$ cat src/hdl/asid_pkg.sv
// Constants and types of the serial audio input deframer
// What this block does
// - Accept left-justified, I2S or right-justified words of 16, 18, 20 or 24 bits.
// - Right- and left-justified: word clock high is left, low is right.
// - Right-justified: first bit 12 periods (20-bit) or 16 periods (16-bit) after transition.
// - I2S, the default: word clock low is left, high is right.
// - I2S: first bit one bit-clock period after the word-clock transition.
// - Left-justified: first bit in the same period as the transition.
// - Data and word clock are captured on the rising bit-clock edge.
package asid_pkg;
    localparam int unsigned     ASID_SYNC_STAGES = 2;
    localparam int unsigned     ASID_PIN_COUNT   = 3;
    localparam int unsigned     ASID_MAX_W       = 24;
    localparam logic [5:0]      ASID_MAX_W6      = 6'h18;
    localparam logic [5:0]      ASID_HALF_BITS   = 6'h20;
    localparam logic [5:0]      ASID_POS_MAX     = 6'h3f;
    localparam logic [5:0]      ASID_LJ_DELAY    = 6'h00;
    localparam logic [5:0]      ASID_I2S_DELAY   = 6'h01;
    localparam logic [1:0]      ASID_FMT_I2S     = 2'h0;
    localparam logic [1:0]      ASID_FMT_LJ      = 2'h1;
    localparam logic [1:0]      ASID_FMT_RJ      = 2'h2;
    localparam logic [1:0]      ASID_W16         = 2'h0;
    localparam logic [1:0]      ASID_W18         = 2'h1;
    localparam logic [1:0]      ASID_W20         = 2'h2;
    localparam logic [1:0]      ASID_W24         = 2'h3;
    localparam logic [5:0]      ASID_BITS16      = 6'h10;
    localparam logic [5:0]      ASID_BITS18      = 6'h12;
    localparam logic [5:0]      ASID_BITS20      = 6'h14;
    localparam logic [5:0]      ASID_BITS24      = 6'h18;
    localparam logic [23:0]     ASID_SAMPLE_RST  = 24'h000000;

    typedef enum logic [2:0] {
        ASID_WAIT = 3'b001,
        ASID_SEEN = 3'b010,
        ASID_RUN  = 3'b100
    } asid_state_type;

    function automatic logic [5:0] asid_width_bits(input logic [1:0] code);
        logic [5:0] bits;
        case (code)
            ASID_W16: bits = ASID_BITS16;
            ASID_W18: bits = ASID_BITS18;
            ASID_W20: bits = ASID_BITS20;
            default:  bits = ASID_BITS24;
        endcase
        return bits;
    endfunction : asid_width_bits
endpackage : asid_pkg

$ cat src/hdl/asid_sync.sv
// Two-stage synchroniser for the serial audio pins
module asid_sync
    import asid_pkg::*;
#(
    parameter int unsigned WIDTH = ASID_PIN_COUNT
) (
    input  wire logic             sys_clk_i,  // System clock
    input  wire logic             reset_i,    // Synchronous reset, high
    input  wire logic [WIDTH-1:0] async_i,    // Pins from outside the domain
    output logic      [WIDTH-1:0] sync_o      // Pins after two flops
);
    logic [WIDTH-1:0] meta;
    logic [WIDTH-1:0] next_meta;
    logic [WIDTH-1:0] next_sync;

    always_comb begin
        next_meta = async_i;
        next_sync = meta;
    end

    always_ff @(posedge sys_clk_i) begin
        if (reset_i) begin
            meta   <= '0;
            sync_o <= '0;
        end else begin
            meta   <= next_meta;
            sync_o <= next_sync;
        end
    end
endmodule : asid_sync

$ cat src/hdl/asid_deframer.sv
// Serial audio input deframer: bit clock, word clock and data to sample words
module asid_deframer
    import asid_pkg::*;
(
    input  wire logic        sys_clk_i,       // System clock, 100 MHz
    input  wire logic        reset_i,         // Synchronous reset, high
    input  wire logic        bit_clk_i,       // Serial bit clock pin
    input  wire logic        word_clk_i,      // Left/right word clock pin
    input  wire logic        ser_data_i,      // Serial data pin
    input  wire logic [1:0]  format_i,        // Framing select
    input  wire logic [1:0]  width_i,         // Word width select
    output logic      [23:0] sample_o,        // Received word, MSB at bit 23
    output logic             left_chan_o,     // Word belongs to left channel
    output logic             sample_valid_o,  // One-cycle word strobe
    output logic             locked_o         // Framing found
);
    logic [2:0]     pins_s;
    logic           bclk_prev;
    logic           wclk_last;
    logic           half_lvl;
    logic [5:0]     pos;
    logic [23:0]    shift;
    asid_state_type state;

    logic           next_bclk_prev;
    logic           next_wclk_last;
    logic           next_half_lvl;
    logic [5:0]     next_pos;
    logic [23:0]    next_shift;
    asid_state_type next_state;
    logic [23:0]    next_sample;
    logic           next_left;
    logic           next_valid;
    logic           next_locked;

    logic           rise;
    logic           edge_w;
    logic           lvl;
    logic [5:0]     wbits;
    logic [5:0]     delay;
    logic [5:0]     cur_pos;
    logic           in_word;
    logic           first_bit;
    logic           last_bit;
    logic [23:0]    shifted;

    asid_sync #(
        .WIDTH (ASID_PIN_COUNT)
    ) u_sync (
        .sys_clk_i (sys_clk_i),
        .reset_i   (reset_i),
        .async_i   ({bit_clk_i, word_clk_i, ser_data_i}),
        .sync_o    (pins_s)
    );

    always_comb begin
        wbits = asid_width_bits(width_i);
        if (format_i == ASID_FMT_LJ) begin
            delay = ASID_LJ_DELAY;
        end else if (format_i == ASID_FMT_RJ) begin
            delay = ASID_HALF_BITS - wbits;
        end else begin
            delay = ASID_I2S_DELAY;
        end
    end

    always_comb begin
        next_bclk_prev = pins_s[2];
        next_wclk_last = wclk_last;
        next_half_lvl  = half_lvl;
        next_pos       = pos;
        next_shift     = shift;
        next_state     = state;
        next_sample    = sample_o;
        next_left      = left_chan_o;
        next_valid     = 1'b0;
        rise           = pins_s[2] & ~bclk_prev;
        edge_w         = 1'b0;
        lvl            = half_lvl;
        cur_pos        = pos;
        in_word        = 1'b0;
        first_bit      = 1'b0;
        last_bit       = 1'b0;
        shifted        = {shift[22:0], pins_s[0]};
        if (rise) begin
            next_wclk_last = pins_s[1];
            case (state)
                ASID_WAIT: begin
                    next_state = ASID_SEEN;
                end
                default: begin
                    edge_w = (pins_s[1] != wclk_last);
                    if (edge_w) begin
                        cur_pos       = 6'h00;
                        lvl           = pins_s[1];
                        next_half_lvl = pins_s[1];
                        next_state    = ASID_RUN;
                    end else if (pos != ASID_POS_MAX) begin
                        cur_pos = pos + 6'h01;
                    end
                    next_pos = cur_pos;
                    if (edge_w || state == ASID_RUN) begin
                        in_word = (cur_pos >= delay) && (cur_pos < delay + wbits);
                    end
                    if (in_word) begin
                        next_shift = shifted;
                        first_bit  = (cur_pos == delay);
                        last_bit   = (cur_pos == delay + wbits - 6'h01);
                    end
                    if (last_bit) begin
                        next_sample = shifted << (ASID_MAX_W6 - wbits);
                        next_valid  = 1'b1;
                        if (format_i == ASID_FMT_LJ || format_i == ASID_FMT_RJ) begin
                            next_left = lvl;
                        // I2S and code 3 low is left
                        end else begin
                            next_left = ~lvl;
                        end
                    end
                end
            endcase
        end
        next_locked    = (next_state == ASID_RUN);
    end

    always_ff @(posedge sys_clk_i) begin
        if (reset_i) begin
            bclk_prev      <= 1'b0;
            wclk_last      <= 1'b0;
            half_lvl       <= 1'b0;
            pos            <= 6'h00;
            shift          <= ASID_SAMPLE_RST;
            state          <= ASID_WAIT;
            sample_o       <= ASID_SAMPLE_RST;
            left_chan_o    <= 1'b0;
            sample_valid_o <= 1'b0;
            locked_o       <= 1'b0;
        end else begin
            bclk_prev      <= next_bclk_prev;
            wclk_last      <= next_wclk_last;
            half_lvl       <= next_half_lvl;
            pos            <= next_pos;
            shift          <= next_shift;
            state          <= next_state;
            sample_o       <= next_sample;
            left_chan_o    <= next_left;
            sample_valid_o <= next_valid;
            locked_o       <= next_locked;
        end
    end
endmodule : asid_deframer

$ cat config.mk
export PLATFORM = sky130hd
export DESIGN_NAME = asid_deframer
export DESIGN_NICKNAME = d
export VERILOG_FILES = /design/src/hdl/asid_pkg.sv /design/src/hdl/asid_sync.sv /design/src/hdl/asid_deframer.sv
export SDC_FILE = /design/constraint.sdc
export NUM_CORES = 1
export LEC_CHECK = 0
export BUFFER_PORTS_ARGS = -buffer_cell sky130_fd_sc_hd__buf_2
export CAP_MARGIN = 20
export CORE_UTILIZATION = 54
export DETAILED_ROUTE_END_ITERATION = 8
export GPL_TIMING_DRIVEN = 0
export PLACE_DENSITY = 0.78
export SKIP_LAST_GASP = 1
export SYNTH_ARGS = -nofsm -noshare
export SYNTH_HDL_FRONTEND = slang
export SYNTH_SLANG_ARGS = --single-unit
$ cat constraint.sdc
create_clock -name sys_clk_i -period 4.9 [get_ports sys_clk_i]
set_input_delay 0.98 -clock sys_clk_i [delete_from_list [all_inputs] [get_ports sys_clk_i]]
set_output_delay 0.98 -clock sys_clk_i [all_outputs]
set_load 0.01 [all_outputs]
==> flow_summary.json <==
{
  "synth.top_cell.area_share_pct": 33.3,
  "finalNetCount": 521,
  "final_critical_path_share_of_the_clock_period_pct": 94.9,
  "finalHoldViolCount": 0,
  "timing.max_slew.rel_slack_pct": 54.4,
  "numCtsBuffers": 9,
  "global_route.overflow_total": 0,
  "crit_type": "in -> reg",
  "ys.flop_type": "sky130_fd_sc_hd__dfxtp_1",
  "fin_area_sq_um": 4580,
  "cts-htree-levels": 3,
  "max_freq_mhz": 215,
  "synth-edff-count": 0,
  "count_of_max_cap_constraint_violations": 0,
  "run_status": "complete, no violations",
  "post_drt_via_cell_ratio": 5.73,
  "timing.critical_path.mode_cell": "sky130_fd_sc_hd__inv_1",
  "min-delay-path-class": "reg -> reg",
  "clock_latency_reported_for_the_late_side_of_the_worst_skew_pair_ps": 350,
  "synthesis.yosys.warnings": 0,
  "mostFrequentLayoutCells": "sky130_fd_sc_hd__dfxtp_1 (68), sky130_fd_sc_hd__mux2i_1 (67), sky130_fd_sc_hd__nor2_1 (47), sky130_fd_sc_hd__nand2_1 (38), sky130_fd_sc_hd__buf_2 (37)",
  "yosys.cell_types.count": 62,
  "dr.pass1.iters": 5,
  "io-pin-count": 36,
  "numPlacedInstances": 582,
  "avgSynthCellArea_sq_um": 9.10,
  "track_usage_pct": 25.3,
  "powerDensity_nw_per_um2": 256,
  "synth_seq_area_share_pct": 33.3,
  "critical-path-max-stage-delay_ps": 470,
  "largest_cells_by_area_after_synthesis": "sky130_fd_sc_hd__dfxtp_1 (33%), sky130_fd_sc_hd__mux2i_1 (16%), sky130_fd_sc_hd__ha_1 (5.8%)",
  "antenna_violating_nets_post_route": 0,
  "detailed_route_wire_length_um": 9630,
  "design.core.area_sq_um": 7290,
  "post_cts_hold_buffer_count": 0,
  "route.detailed.wl_per_inst_um": 16.1,
  "worst-slew-pin-transition_ps": 679,
  "cp_num_buf_inv": 8,
  "dpl-instance-area_sq_um": 4380,
  "portBuffers": 34,
  "netlist.top_cell.by_area": "sky130_fd_sc_hd__dfxtp_1",
  "timing.clock.skew_ps": 12.0,
  "wl_met2_um": 4310,
  "worst_setup_hold_path_clk_slew_ps": 80,
  "root_buffer_cell": "sky130_fd_sc_hd__clkbuf_8",
  "cts.path.max_buffers": 2,
  "placementRows": 31,
  "critical_path.startpoint_type": "input pin",
  "starting_density_of_the_core_pct": 56.0,
  "layoutNonFillerInstCount": 596,
  "post-dp-hpwl_um": 7340,
  "number_of_global_route_vias_before_repair": 3087,
  "crit_chain": "buf_2, inv_1, ha_1, clkbuf_1, buf_2, nand2_1, inv_1, fa_1, inv_1, ha_1, o21ai_0, nand2b_1, maj3_2, a311o_1, buf_6, nor2_8, buf_8, mux2i_1",
  "drive_gt1_share_pct": 16.7,
  "die_area_sq_um": 7920,
  "timing.critical_path.fanout_max": 19,
  "slew_viol_final": 0,
  "globalplace.congestion": 0.962,
  "layout_area_growth_over_synthesis_pct": 12.2,
  "grt_first_pass_wirelength_um": 15100,
  "synth.cell_area_sq_um": 4090,
  "grt_antenna_before_repair": 0,
  "chipWidth_um": 89.0,
  "number_of_setup_violations_in_the_final_report": 0,
  "routed.top_layer": "met4",
  "vias": 3417,
  "syn_nets": 478,
  "ir_worst_vdd_v": 0.000163,
  "largest_net_degree_at_the_start_of_global_routing": 20,
  "crit_family": "buffers and inverters",
  "worst-endpoint-arrival_ps": 4930,
  "fin_worst_hold_slack_ps": 441,
  "final_common_cell": "sky130_fd_sc_hd__dfxtp_1",
  "postCtsSetupBuffers": 0,
  "clock_sinks": 68,
  "synthCells": 449,
  "drt-initial-drc-count": 249,
  "ys_ff_latch": 68,
  "m1WireLength_um": 4570,
  "synthArstFlopShare_pct": 0,
  "timing.critical_path.to_type": "register",
  "antenna_cells": 0,
  "route.met3.wl_um": 461,
  "cts_tree": "yes",
  "p_leak_uw": 0.00198,
  "die_span_y_um": 89.0,
  "drc": 0,
  "setup_repair_after_global_routing_missed_its_margin": "no",
  "final_period_minus_worst_setup_slack_ps": 4650,
  "critical_path.slowest_cell": "sky130_fd_sc_hd__fa_1",
  "timing.critical_path.required_ps": 5180
}
-- layout make-up --
cell class | count | area [sq um]
inverters | 13 | 48.8
repair buffers | 34 | 170
multi-input cells | 342 | 2530
clock inverters | 6 | 63.8
plain buffers | 24 | 149
clock buffers | 10 | 138
flip-flops and latches | 68 | 1360
fillers | 685 | 2710
well taps | 99 | 124
-- Yosys cell counts, drive strengths merged, types with 3 or more instances --
| master | n |
|---|---|
| a211oi | 11 |
| mux2i | 67 |
| buf | 10 |
| nand3 | 5 |
| and2 | 3 |
| a31oi | 5 |
| inv | 12 |
| xnor2 | 8 |
| o21ai | 18 |
| dfxtp | 68 |
| nor2b | 16 |
| mux2 | 5 |
| nand2 | 38 |
| clkbuf | 16 |
| a21oi | 25 |
| nand2b | 23 |
| ha | 19 |
| nor3 | 6 |
| o21a | 3 |
| nor2 | 48 |
| mux4 | 3 |
-- per-layer routing --
metal,track usage [%],vias to the layer above
li1,-,1665
met3,4.34,26
met4,11.5,0
met1,34.8,1631
met5,0,-
met2,39.0,95
-- path summary, 6_finish.rpt --
path / cells after the start / endpoint / slack [ps] / startpoint
min reg2reg: 1 / u_sync.sync_o[2]$_SDFF_PP0_ / 440 / u_sync.meta[2]$_SDFF_PP0_
min: 1 / u_sync.sync_o[2]$_SDFF_PP0_ / 440 / u_sync.meta[2]$_SDFF_PP0_
max reg2reg: 14 / sample_o[20]$_SDFFE_PP0P_ / 1140 / pos[0]$_SDFFE_PP0P_
max: 18 / sample_o[20]$_SDFFE_PP0P_ / 250 / width_i[0]
-- metrics by stage --
| step | TNS, ps | total power [uW] | utilization, % | setup WS, ps |
|---|---|---|---|---|
| global placement | -35960 | 712 | 60.1 | -806 |
| CTS | 0 | 1180 | 62.8 | 110 |
| global route | 0 | 1220 | 62.9 | 26.7 |
| detailed placement | -39890 | 715 | 60.1 | -917 |
| finish | 0 | 1170 | 62.9 | 249 |
| floorplan | 0 | 681 | - | 8.35 |
-- repair_timing --
| action | CTS | global route |
|---|---|---|
| endpoints found under the setup margin | 49 | 43 |
| gates resized for setup | 3 | 3 |
| pin swaps | 0 | 0 |
-- cells by family after synthesis --
logic type,count (synthesis),synth area share (%)
AND/OR/NAND/NOR,153,19.2
multiplexers,75,19.4
flip-flops,68,33.3
XOR/XNOR,11,3.25
buffers and inverters,39,4.87
AO/OA/AOI/OAI,81,13.1
adder cells (fa/ha/maj),22,6.83
-- power breakdown --
part / total, uW / internal (uW) / switching (uW)
Clock: 469 / 248 / 222
Sequential: 559 / 556 / 3.13
Combinational: 145 / 58.5 / 86.2
-- state kept, by name (all words and copies together) (netlist names) --
signal and count:
state 3, sample_o 24, bclk_prev 1, pos 6, left_chan_o 1, locked_o 1
half_lvl 1, sample_valid_o 1, shift 23, u_sync.sync_o 3, wclk_last 1, u_sync.meta 3
Note: power is estimated with default switching activity, not from simulation.
